$ cat config.mk
export PLATFORM = sky130hd
export DESIGN_NAME = pmrc_reset_ctrl
export DESIGN_NICKNAME = d
export VERILOG_FILES = /design/src/common/pmrc_pkg.sv /design/src/logic/pmrc_reset_ctrl.sv
export VERILOG_INCLUDE_DIRS = /design/src /design/src/common
export SDC_FILE = /design/constraint.sdc
export NUM_CORES = 1
export LEC_CHECK = 0
export BUFFER_PORTS_ARGS = -buffer_cell sky130_fd_sc_hd__buf_4
export CORE_MARGIN = 5
export CORE_UTILIZATION = 50
export CTS_CLUSTER_DIAMETER = 200
export CTS_CLUSTER_SIZE = 30
export DETAILED_ROUTE_END_ITERATION = 8
export PLACE_DENSITY = 0.72
export SYNTH_ARGS = -nofsm -noshare
export SYNTH_HDL_FRONTEND = slang
export SYNTH_SLANG_ARGS = --single-unit
$ cat constraint.sdc
create_clock -name ref_clk -period 13.1 [get_ports ref_clk]
set_input_delay 1.31 -clock ref_clk [delete_from_list [all_inputs] [get_ports ref_clk]]
set_output_delay 1.31 -clock ref_clk [all_outputs]
set_load 0.01 [all_outputs]
$ cat src/common/pmrc_defines.svh
/*
 Timing counts, register offsets, field positions and reset values for the
 payload and management reset controller. Assumes a 100 MHz controller clock.
*/
`ifndef PMRC_DEFINES_SVH
`define PMRC_DEFINES_SVH

`define PMRC_CLK_MHZ          100
`define PMRC_DEBOUNCE_MS      50
`define PMRC_DEBOUNCE_CYC     (`PMRC_DEBOUNCE_MS * 1000 * `PMRC_CLK_MHZ)
`define PMRC_HWDOG_MS         1000
`define PMRC_HWDOG_CYC        (`PMRC_HWDOG_MS * 1000 * `PMRC_CLK_MHZ)
`define PMRC_BOOTFAIL_MS      5000
`define PMRC_BOOTFAIL_CYC     (`PMRC_BOOTFAIL_MS * 1000 * `PMRC_CLK_MHZ)
`define PMRC_INIT_PCICLK      16
`define PMRC_PCI_MHZ          33
`define PMRC_INIT_CYC \
   ((`PMRC_INIT_PCICLK * `PMRC_CLK_MHZ + `PMRC_PCI_MHZ - 1) / `PMRC_PCI_MHZ)
`define PMRC_HARD_CYC         100
`define PMRC_MGMT_CYC         16

`define PMRC_ADR_CTRL         8'h00
`define PMRC_ADR_CMD          8'h04
`define PMRC_ADR_STATUS       8'h08
`define PMRC_ADR_EVENT        8'h0C

`define PMRC_CTRL_HWDOG_KICK  0
`define PMRC_CTRL_HOSTDOG_RST 1
`define PMRC_CTRL_XFER_EXIT   2
`define PMRC_CTRL_BOOTDOG_ON  3
`define PMRC_CTRL_RESET       32'h0000_0002

`define PMRC_CMD_FRU_GO       2
`define PMRC_CMD_FRU_LSB      0
`define PMRC_CMD_CHASSIS_HARD 3
`define PMRC_CMD_CPU_DISABLE  4
`define PMRC_CMD_COLD_MGMT    5
`define PMRC_CMD_ACTIVATE     6
`define PMRC_CMD_POWER_OFF    7
`define PMRC_CMD_OS_WARM      8
`define PMRC_CMD_FPGA_CHANGE  9
`define PMRC_CMD_UPD_COMBINED 10
`define PMRC_CMD_CLR_ATTN     11
`define PMRC_CMD_PEF          12

`endif

$ cat src/common/pmrc_pkg.sv
/*
 Types for the payload and management reset controller.
 Assumes the constants header is included by the design file.
*/
package pmrc_pkg;
   typedef enum logic [1:0] {
      PMRC_FRU_COLD = 2'h0,
      PMRC_FRU_WARM = 2'h1,
      PMRC_FRU_REBOOT = 2'h2,
      PMRC_FRU_DIAG = 2'h3
   } pmrc_fru_e;
   typedef enum logic [1:0] {
      PMRC_IDLE = 2'b00,
      PMRC_SOFT = 2'b01,
      PMRC_HARD = 2'b11,
      PMRC_MGMT = 2'b10
   } pmrc_state_e;
endpackage

$ cat src/logic/pmrc_reset_ctrl.sv
/*
 Payload and management controller reset sequencer with a classic Wishbone
 register slave. Assumes a single 100 MHz clock; button and strap inputs are
 asynchronous pins and are synchronised here.
*/
`timescale 1ns/1ps
`include "pmrc_defines.svh"

module pmrc_reset_ctrl #(
   parameter int DEBOUNCE_CYC = `PMRC_DEBOUNCE_CYC,
   parameter int HWDOG_CYC    = `PMRC_HWDOG_CYC,
   parameter int BOOTFAIL_CYC = `PMRC_BOOTFAIL_CYC
) (
   input  wire logic        ref_clk,
   input  wire logic        rst,
   input  wire logic        wb_cyc_i,
   input  wire logic        wb_stb_i,
   input  wire logic        wb_we_i,
   input  wire logic [7:0]  wb_adr_i,
   input  wire logic [3:0]  wb_sel_i,
   input  wire logic [31:0] wb_dat_i,
   output logic      [31:0] wb_dat_o,
   output logic             wb_ack_o,
   input  wire logic        reset_button_n,
   input  wire logic        force_update,
   input  wire logic        checksum_ok,
   input  wire logic        host_watchdog_expired,
   input  wire logic        payload_power_good,
   input  wire logic        payload_init_n_in,
   output logic             payload_init_n,
   output logic             payload_sys_reset_n,
   output logic             diag_interrupt,
   output logic             system_software_attention_flag,
   output logic             mgmt_core_reset,
   output logic             mgmt_bus_isolate,
   output logic             firmware_transfer_mode
);

   if (DEBOUNCE_CYC < 2 || HWDOG_CYC < 2 || BOOTFAIL_CYC < 2) begin : g_bad_counts
      $error("pmrc_reset_ctrl: counts must be at least 2");
   end

   // ----------------------------------------------------------------
   // Input synchronisers
   // ----------------------------------------------------------------
   logic [4:0] sync1;
   logic [4:0] sync2;
   always_ff @(posedge ref_clk or posedge rst) begin
      if (rst) begin
         sync1 <= 5'h00;
         sync2 <= 5'h00;
      end else begin
         sync1 <= {payload_power_good, payload_init_n_in, checksum_ok, force_update,
                   ~reset_button_n};
         sync2 <= sync1;
      end
   end
   logic btn_raw;
   logic force_s;
   logic csum_s;
   logic init_pin_s;
   logic pg_s;
   assign pg_s       = sync2[4];
   assign btn_raw    = sync2[0];
   assign force_s    = sync2[1];
   assign csum_s     = sync2[2];
   assign init_pin_s = sync2[3];

   // ----------------------------------------------------------------
   // Button debounce
   // ----------------------------------------------------------------
   logic [31:0] db_cnt;
   logic        btn_state;
   logic        btn_press;
   always_ff @(posedge ref_clk or posedge rst) begin
      if (rst) begin
         db_cnt    <= 32'h0000_0000;
         btn_state <= 1'b0;
      end else if (btn_raw == btn_state) begin
         db_cnt <= 32'h0000_0000;
      end else if (db_cnt == 32'(DEBOUNCE_CYC - 1)) begin
         db_cnt    <= 32'h0000_0000;
         btn_state <= btn_raw;
      end else begin
         db_cnt <= db_cnt + 32'h0000_0001;
      end
   end
   assign btn_press = (btn_raw != btn_state) && (db_cnt == 32'(DEBOUNCE_CYC - 1)) && btn_raw;

   // ----------------------------------------------------------------
   // Register bus
   // ----------------------------------------------------------------
   logic        wr;
   logic        cmd_wr;
   logic [31:0] ctrl;
   logic        hwdog_kick;
   logic        xfer_exit;
   logic        hostdog_rst_en;
   logic        bootdog_on;
   logic        hwdog_event;
   logic        fpga_pending;
   assign wr     = wb_cyc_i && wb_stb_i && wb_we_i && !wb_ack_o && wb_sel_i[0];
   assign cmd_wr = wr && wb_adr_i == `PMRC_ADR_CMD;
   assign hwdog_kick = wr && wb_adr_i == `PMRC_ADR_CTRL
                       && wb_dat_i[`PMRC_CTRL_HWDOG_KICK];
   assign xfer_exit  = wr && wb_adr_i == `PMRC_ADR_CTRL
                       && wb_dat_i[`PMRC_CTRL_XFER_EXIT];
   assign hostdog_rst_en = ctrl[`PMRC_CTRL_HOSTDOG_RST];
   assign bootdog_on     = ctrl[`PMRC_CTRL_BOOTDOG_ON];

   always_ff @(posedge ref_clk or posedge rst) begin
      if (rst) begin
         ctrl <= `PMRC_CTRL_RESET;
      end else if (wr && wb_adr_i == `PMRC_ADR_CTRL) begin
         ctrl <= {28'h000_0000, wb_dat_i[3], wb_dat_i[2:1], 1'b0} & 32'h0000_000A;
      end
   end

   // Command decode: one pulse per written command word
   logic [3:0]             op;
   pmrc_pkg::pmrc_fru_e    fru_val;
   assign op      = wb_dat_i[7:4];
   assign fru_val = pmrc_pkg::pmrc_fru_e'(wb_dat_i[1:0]);
   logic fru_go;
   assign fru_go = cmd_wr && wb_dat_i[`PMRC_CMD_FRU_GO];

   logic req_hard;
   logic req_soft;
   logic req_mgmt;
   logic bootfail_exp;
   logic hwdog_exp;
   logic reboot_req;
   assign reboot_req = fru_go && fru_val == pmrc_pkg::PMRC_FRU_REBOOT;
   assign req_hard = btn_press
      || (cmd_wr && op == 4'(`PMRC_CMD_CHASSIS_HARD))
      || (cmd_wr && op == 4'(`PMRC_CMD_CPU_DISABLE))
      || (cmd_wr && op == 4'(`PMRC_CMD_PEF))
      || (fru_go && fru_val == pmrc_pkg::PMRC_FRU_COLD)
      || (host_watchdog_expired && hostdog_rst_en)
      || (cmd_wr && op == 4'(`PMRC_CMD_ACTIVATE))
      || (cmd_wr && op == 4'(`PMRC_CMD_POWER_OFF))
      || (cmd_wr && op == 4'(`PMRC_CMD_FPGA_CHANGE))
      || (cmd_wr && op == 4'(`PMRC_CMD_UPD_COMBINED))
      || bootfail_exp;
   assign req_soft = (fru_go && fru_val == pmrc_pkg::PMRC_FRU_WARM)
      || (cmd_wr && op == 4'(`PMRC_CMD_OS_WARM));
   // Host watchdog expiry is deliberately absent from this term
   assign req_mgmt = hwdog_exp || xfer_exit
      || (cmd_wr && op == 4'(`PMRC_CMD_COLD_MGMT))
      || (cmd_wr && op == 4'(`PMRC_CMD_UPD_COMBINED));

   // ----------------------------------------------------------------
   // Pending requests and sequencer
   // ----------------------------------------------------------------
   logic pend_hard;
   logic pend_soft;
   logic pend_mgmt;
   pmrc_pkg::pmrc_state_e state;
   logic [15:0] seq_cnt;
   logic        seq_done;
   assign seq_done = seq_cnt == 16'h0000;

   // Set wins over the clear taken when a sequence starts
   always_ff @(posedge ref_clk or posedge rst) begin
      if (rst) begin
         pend_hard <= 1'b0;
         pend_soft <= 1'b0;
         pend_mgmt <= 1'b0;
      end else begin
         pend_hard <= req_hard || (pend_hard && !(state == pmrc_pkg::PMRC_IDLE));
         pend_soft <= req_soft || (pend_soft && !(state == pmrc_pkg::PMRC_IDLE && !pend_hard));
         pend_mgmt <= req_mgmt || (pend_mgmt && !(state == pmrc_pkg::PMRC_IDLE
                      && !pend_hard && !pend_soft));
      end
   end

   always_ff @(posedge ref_clk or posedge rst) begin
      if (rst) begin
         state   <= pmrc_pkg::PMRC_IDLE;
         seq_cnt <= 16'h0000;
      end else begin
         unique case (state)
            pmrc_pkg::PMRC_IDLE: begin
               if (pend_hard) begin
                  state   <= pmrc_pkg::PMRC_HARD;
                  seq_cnt <= 16'(`PMRC_HARD_CYC - 1);
               end else if (pend_soft) begin
                  state   <= pmrc_pkg::PMRC_SOFT;
                  seq_cnt <= 16'(`PMRC_INIT_CYC - 1);
               end else if (pend_mgmt) begin
                  state   <= pmrc_pkg::PMRC_MGMT;
                  seq_cnt <= 16'(`PMRC_MGMT_CYC - 1);
               end
            end
            pmrc_pkg::PMRC_SOFT,
            pmrc_pkg::PMRC_HARD,
            pmrc_pkg::PMRC_MGMT: begin
               if (seq_done) begin
                  state <= pmrc_pkg::PMRC_IDLE;
               end else begin
                  seq_cnt <= seq_cnt - 16'h0001;
               end
            end
         endcase
      end
   end

   // Outputs are flopped; reset puts them in the released state
   always_ff @(posedge ref_clk or posedge rst) begin
      if (rst) begin
         payload_sys_reset_n <= 1'b1;
         payload_init_n      <= 1'b1;
         mgmt_core_reset     <= 1'b0;
      end else begin
         payload_sys_reset_n <= !(state == pmrc_pkg::PMRC_HARD);
         payload_init_n      <= !(state == pmrc_pkg::PMRC_SOFT);
         mgmt_core_reset     <= state == pmrc_pkg::PMRC_MGMT;
      end
   end
   // Isolation also covers the external reset, when the core is down too
   assign mgmt_bus_isolate = rst || mgmt_core_reset;

   // ----------------------------------------------------------------
   // Diagnostic interrupt and attention flag
   // ----------------------------------------------------------------
   logic clr_attn;
   assign clr_attn = cmd_wr && op == 4'(`PMRC_CMD_CLR_ATTN);
   always_ff @(posedge ref_clk or posedge rst) begin
      if (rst) begin
         system_software_attention_flag <= 1'b0;
         diag_interrupt                 <= 1'b0;
      end else begin
         system_software_attention_flag <= reboot_req
            || (system_software_attention_flag && !clr_attn);
         diag_interrupt <= fru_go && fru_val == pmrc_pkg::PMRC_FRU_DIAG;
      end
   end

   // ----------------------------------------------------------------
   // Internal hardware watchdog
   // ----------------------------------------------------------------
   logic [31:0] hw_cnt;
   assign hwdog_exp = hw_cnt == 32'(HWDOG_CYC - 1) && !hwdog_kick;
   always_ff @(posedge ref_clk or posedge rst) begin
      if (rst) begin
         hw_cnt <= 32'h0000_0000;
      end else if (hwdog_kick || hwdog_exp || state == pmrc_pkg::PMRC_MGMT) begin
         hw_cnt <= 32'h0000_0000;
      end else begin
         hw_cnt <= hw_cnt + 32'h0000_0001;
      end
   end
   // Survives the controller reset pulse; cleared by writing 1 to event bit 0, not by a read
   logic clr_event;
   assign clr_event = wr && wb_adr_i == `PMRC_ADR_EVENT && wb_dat_i[0];
   always_ff @(posedge ref_clk or posedge rst) begin
      if (rst) begin
         hwdog_event <= 1'b0;
      end else begin
         hwdog_event <= hwdog_exp || (hwdog_event && !clr_event);
      end
   end

   // ----------------------------------------------------------------
   // Boot failure timer
   // ----------------------------------------------------------------
   logic [31:0] bf_cnt;
   logic        bf_run;
   assign bootfail_exp = bf_run && !bootdog_on && bf_cnt == 32'(BOOTFAIL_CYC - 1);
   always_ff @(posedge ref_clk or posedge rst) begin
      if (rst) begin
         bf_run <= 1'b0;
         bf_cnt <= 32'h0000_0000;
      end else if (state == pmrc_pkg::PMRC_HARD || state == pmrc_pkg::PMRC_SOFT) begin
         bf_run <= 1'b1;
         bf_cnt <= 32'h0000_0000;
      end else if (bootdog_on || bootfail_exp) begin
         bf_run <= 1'b0;
         bf_cnt <= 32'h0000_0000;
      end else if (bf_run) begin
         bf_cnt <= bf_cnt + 32'h0000_0001;
      end
   end

   // ----------------------------------------------------------------
   // Firmware transfer mode
   // ----------------------------------------------------------------
   // Straps are trusted only once both synchroniser stages hold pin levels
   logic [2:0] init_sr;
   always_ff @(posedge ref_clk or posedge rst) begin
      if (rst) begin
         firmware_transfer_mode <= 1'b0;
         init_sr                <= 3'h0;
         fpga_pending           <= 1'b0;
      end else begin
         init_sr <= {init_sr[1:0], 1'b1};
         if (init_sr == 3'h3 || state == pmrc_pkg::PMRC_MGMT) begin
            firmware_transfer_mode <= force_s || !csum_s;
         end else if (xfer_exit) begin
            firmware_transfer_mode <= 1'b0;
         end
         fpga_pending <= (cmd_wr && op == 4'(`PMRC_CMD_FPGA_CHANGE))
                         || (fpga_pending && state != pmrc_pkg::PMRC_HARD);
      end
   end

   // ----------------------------------------------------------------
   // Read mux and acknowledge
   // ----------------------------------------------------------------
   always_ff @(posedge ref_clk or posedge rst) begin
      if (rst) begin
         wb_ack_o <= 1'b0;
         wb_dat_o <= 32'h0000_0000;
      end else begin
         wb_ack_o <= wb_cyc_i && wb_stb_i && !wb_ack_o;
         unique case (wb_adr_i)
            `PMRC_ADR_CTRL:   wb_dat_o <= ctrl;
            `PMRC_ADR_STATUS: wb_dat_o <= {20'h0_0000, init_pin_s, pg_s,
                                 fpga_pending, firmware_transfer_mode, 1'b0,
                                 system_software_attention_flag, bf_run,
                                 pend_mgmt, pend_soft, pend_hard, state};
            `PMRC_ADR_EVENT:  wb_dat_o <= {31'h0000_0000, hwdog_event};
            default:          wb_dat_o <= 32'h0000_0000;
         endcase
      end
   end
endmodule

Yosys cells after proc, flatten, opt, wreduce, memory -nomap -nowiden
Cells that the tools add are included.
{ "classes": {"add_sub_neg": 4, "multipliers": 0, "n_div": 0, "n_lt_le_gt_ge": 0, "n_eq_ne": 29, "shifts": 0, "mux": 21, "bitwise": 2, "n_reduce_logical": 91} }
{ "op_table": {"columns": ["operator", "count"], "rows": [
  ["$mux 32", 6],
  ["$add 32x1->32 const B", 3],
  ["$mux 16", 4],
  ["$logic_and 1x1->1", 40],
  ["$pmux 12 s3", 1],
  ["$eq 32x23->1 const B", 1],
  ["$eq 32x27->1 const B", 1],
  ["$eq 32x29->1 const B", 1],
  ["$pmux 16 s2", 1],
  ["$logic_or 1x1->1", 27],
  ["$eq 4x4->1 const B", 5],
  ["$eq 4x3->1 const B", 4],
  ["$eq 8x4->1 const B", 2],
  ["$logic_not 16->1", 1],
  ["$sub 16x1->16 const B", 1],
  ["$logic_not 1->1", 13],
  ["$eq 2x2->1 const B", 4],
  ["$eq 8x3->1 const B", 1],
  ["$logic_not 8->1", 1],
  ["$mux 2", 4],
  ["$ne 2x2->1 const B", 3],
  ["$reduce_and 2->1", 3],
  ["$eq 2x1->1 const B", 2],
  ["$eq 4x2->1 const B", 1],
  ["11 further kinds", 17]
]} }
{ "totals": {"ff_bits": 175, "latchBits": 0, "mem_bits_rw": 0, "romBits": 0, "inputBits": 55, "output_inout_bits": 40, "wordCells": 171, "n_memories": 0} }

Depth between registers and ports, before layout
{ "logic_depth": {"depth_word": 17, "ltp_mapped": 8, "depth_no_buf": 7} }

Worst setup path before layout
No wires, ideal clock.
{ "synth_timing": {"path_kind": "input -> output", "from": "input port rst", "to": "output port mgmt_bus_isolate", "t_arrival_ns": 1.598, "t_required_ns": 11.790, "slack_ns": 10.192, "stages": 1, "path_buffers": 0, "path_cell_list": "or2_2"} }
{ "synth_between": {"elab_chain_len": 1} }
{ "synth_lines": {"columns": ["item", "line_no", "text"], "rows": [
  ["from (decl)", "pmrc_reset_ctrl.sv:15", "input wire logic rst,"],
  ["$logic_or 1x1->1", "pmrc_reset_ctrl.sv:221", "assign mgmt_bus_isolate = rst || mgmt_core_reset;"],
  ["to (decl)", "pmrc_reset_ctrl.sv:35", "output logic mgmt_bus_isolate,"]
]} }
Every way passes these cells.

Worst setup path in the final report
Same ends and word-level chain as after synthesis.

==> out/results.env <==
SYNTH_CELL_TYPE_COUNT=65
FINALMAXSLEWVIOLATIONS=0
SETUP_VIOL_COUNT_FINAL=0
SEQ_AREA_MM2=0.00386
TIMING.CRITICAL_PATH.ARRIVAL_NS=1.84
GRT_FIRST_PASS_WIRELENGTH_MM=26.2
SYN-MEAN-INSTANCE-AREA_UM2=9.82
PIN_COUNT_OF_THE_BIGGEST_NET_ENTERING_GLOBAL_ROUTING=101
GRT_ANTENNA_BEFORE_REPAIR=0
VIAS_IN_THE_FIRST_GLOBAL_ROUTE=5248
SWITCHING_POWER_uW=251
CTS_HTREE_LEVELS=4
SHARE_CLK_OF_TOTAL_POWER_PCT=47.7
WORST_SETUP_HOLD_PATH_CLK_SLEW_NS=0.07
VDD.IR_DROP.WORST_mV=0.112
NETLIST_INSTANCES=773
RSZ0062_AT_GRT='false'
SETUP-TNS-FINAL_NS=0
SYNTH_ENABLE_FLOP_CELLS=0
WORST_HOLD_PATH_TYPE='reg -> reg'
POWER.SEQUENTIAL.FRACTION_PCT=47.8
CRITICAL_PATH_PEAK_FANOUT=2
RUN_STATUS='complete, no violations'
GRT.BUSIEST_LAYER='met2'
DESIGN_AREA_MM2=0.00861
FILLERS=1254
CTSROOTBUFFERMASTER='sky130_fd_sc_hd__clkbuf_16'
POST_CTS_HOLD_BUFFERS=0
TRITONCTS='built'
POSTCTSSETUPREPAIRBUFS=0
ROW_COUNT=45
DETAILEDROUTE.FIRSTPASSITERATIONCOUNT=4
CAP_VIOL_MAX_COUNT=0
VIASPERCELL=5.51
FINAL_CELL_COUNT_NO_FILL=1022
MET1_USAGE_PCT=24.5
TOP_LEVEL_PORTS=95
FINALHOLDVIOLATIONS=0
POST_DP_CELL_AREA_MM2=0.00801
NUM_ANTENNA_CELLS=0
GRT.TOTAL_USAGE_PCT=17.9
POST-ROUTE-DRC-COUNT=0
FINAL_PERIOD_MINUS_WORST_SETUP_SLACK_NS=3.15
TIMING.SLEW.HEADROOM_PCT=34.1
PLACED_CELLS_INCL_TAPS=990
CTS_MADE_BUFFERS=17
NET_SWITCHING_SHARE_OF_THE_TOTAL_POWER_PCT=24.0
DETAILED_PLACE_HPWL_MM=10.3
CRIT_PATH_START_KIND='input pin'
START_UTIL_PCT=50.5
ANTENNA_VIOLATING_NETS_POST_ROUTE=0
END_KIND='output pin'
NUMBER_OF_REGISTER_BITS_INFERRED_BY_SYNTHESIS=154
DIE_WIDTH_UM=133
FINAL_NETS=880
POWER_PER_CELL_AREA_mW_PER_MM2=122
CORE_AREA_MM2=0.0150
FINALWIRELENGTH_MM=15.4
DRTITER0DRC=356
DIE_AREA_MM2=0.0177
GLOBALROUTEOVERFLOWTOTAL=0
CLKLATENCYLATEPIN_NS=0.43
YS_ASYNC_SR_FRACTION_PCT=100
LAYOUT-AREA-OVERHEAD-VS-SYNTH_PCT=13.4
POST_DRT_WL_PER_CELL_UM=15.0
P_COMB_SHARE_PCT=4.4
CTSLONGESTPATHBUFFERS=2
GROUTE.LAYER.MET3.USAGE_PCT=4.53
YOSYSSEQAREASHARE_PCT=50.8
IO_BUFFERS=46
GR-USAGE-MET2_PCT=28.2
FMAX_MHz=317
SYNTH.YOSYS.WARNINGS=0
NUMBER_OF_INSTANCES_RESIZED_DURING_POST_CTS_REPAIR=0
INTERNAL_POWER_COMPONENT_uW=798
LAYOUT_WORST_PATH_CYCLE_SHARE_PCT=24.1
YOSYS_MOST_USED_DFF='sky130_fd_sc_hd__dfrtp_1'
DR_TOTAL_VIAS=5630
WORSTSETUPPATHTYPE='in -> out'
CRIT_REQUIRED_NS=11.79
CTS.SINK_COUNT=154
NETLIST_AREA_MM2=0.00759
MULTIINPUTGATEAREA_MM2=0.00346
GP_ROUTABILITY_CONGESTION=0.841
CLOCK_SKEW_NS=0.00775
FINAL_LAYOUT_SIZE_SUFFIX_GT1_SHARE_PCT=12.5
WORST-SLEW-PIN-TRANSITION_NS=0.980
CELLLEAKAGEPOWER_nW=3.68
DIE_H_UM=133
## Yosys cell counts, types with 8 or more instances
cell type | instances | area, um2
sky130_fd_sc_hd__nor3_1 | 22 | 110
sky130_fd_sc_hd__and4_1 | 10 | 87.6
sky130_fd_sc_hd__or3_1 | 11 | 68.8
sky130_fd_sc_hd__nand2_1 | 49 | 184
sky130_fd_sc_hd__inv_1 | 21 | 78.8
sky130_fd_sc_hd__and3_1 | 14 | 87.6
sky130_fd_sc_hd__xor2_1 | 53 | 464
sky130_fd_sc_hd__and2_1 | 12 | 75.1
sky130_fd_sc_hd__nor4_1 | 18 | 113
sky130_fd_sc_hd__xnor2_1 | 36 | 315
sky130_fd_sc_hd__clkbuf_1 | 8 | 30.0
sky130_fd_sc_hd__o21ai_0 | 14 | 70.1
sky130_fd_sc_hd__buf_4 | 24 | 180
sky130_fd_sc_hd__nor2_1 | 128 | 480
sky130_fd_sc_hd__nand4_1 | 38 | 238
sky130_fd_sc_hd__nand3_1 | 38 | 190
sky130_fd_sc_hd__a21oi_1 | 18 | 90.1
sky130_fd_sc_hd__dfrtp_1 | 151 | 3780
## registers in the layout (all words and copies together), names as in the netlist, 2 cells and up
signal,flops
bf_cnt,32
ctrl,2
db_cnt,32
hw_cnt,32
init_sr,3
seq_cnt,16
state,2
sync1,5
sync2,5
wb_dat_o,11
## worst paths after layout
| kind | from | endpoint | slack [ns] | cells past startpoint |
|---|---|---|---|---|
| hold reg to reg | sync1[3] | sync2[3] | 0.35 | 0 |
| setup / recovery | rst | mgmt_bus_isolate | 9.95 | 3 |
| hold / removal | sync1[3] | sync2[3] | 0.35 | 0 |
| max in group asynchronous | rst | seq_cnt[13] | 10.82 | 3 |
| min in group asynchronous | rst | sync1[4] | 1.07 | 2 |
| setup reg to reg | seq_cnt[0] | seq_cnt[13] | 10.17 | 7 |
## layout make-up
| class | instances | share of cell area (%) |
|---|---|---|
| clock buffer | 18 | 5.10 |
| inverter | 21 | 0.974 |
| multi-input combinational | 577 | 40.1 |
| timing repair buffer | 50 | 4.36 |
| clock inverter | 14 | 1.88 |
| sequential | 154 | 44.8 |
| tap | 188 | 2.73 |
## per-stage QoR
stage          setup slack, ns  power [mW]  utilization [%]  hold WS (ns)
6_report                  9.95        1.05             57.3         0.349
5_1_grt                   9.85        1.09             57.3         0.355
4_1_cts                   9.94        1.06             57.3         0.350
3_5_place_dp              9.67       0.557             53.3         0.335
3_3_place_gp              9.67       0.557             53.3         0.333
2_1_floorplan             7.65       0.544                -         0.331
## layout by cell type, fill, tap and decap left out, drive strengths merged, types with 4 or more instances in the layout
cell type and count:
nand2 49, nor3 26, nor2 128, buf 50
ha 4, nand3 38, clkbuf 18, and4 11
inv 28, o21ai 15, dfrtp 151, nand4 38
and3 14, conb 22, nor4b 5, xor2 53
or3 11, nor2b 7, nor4 18, and2 12
a21oi 18, nand3b 4, or4 9, xnor2 36
o31ai 4
## per-layer routing
| layer | part of all wire [%] | vias up | routed length [um] |
|---|---|---|---|
| met1 | 46 | 2728 | 7060 |
| met5 | 0 | - | 0 |
| met4 | 1.5 | 0 | 233 |
| met2 | 49 | 107 | 7470 |
| met3 | 3.8 | 22 | 584 |
| li1 | - | 2773 | - |
## cell families after synthesis
logic type | after synthesis | share of synthesized area, %
fa+ha+maj | 4 | 0.659
buf+inv | 62 | 4.65
flops | 154 | 50.8
other cells | 2 | 0.0989
compound gates | 73 | 6.56
xor+xnor | 89 | 10.3
mux | 6 | 0.841
simple gates | 383 | 26.1
## critical path: stages
cell and delay [ns]:
sky130_fd_sc_hd__buf_4 0.13, sky130_fd_sc_hd__or2_2 0.26, sky130_fd_sc_hd__buf_4 0.14
## power groups by stage
stage                     sequential [mW]  clock, mW  combinational, mW
after floorplan                     0.508          0             0.0359
after global placement              0.510          0             0.0467
after detailed placement            0.510          0             0.0473
after CTS                           0.501      0.507             0.0476
after global routing                0.503      0.534             0.0536
final                               0.502      0.501             0.0466
(Power assumes the default switching activity.)
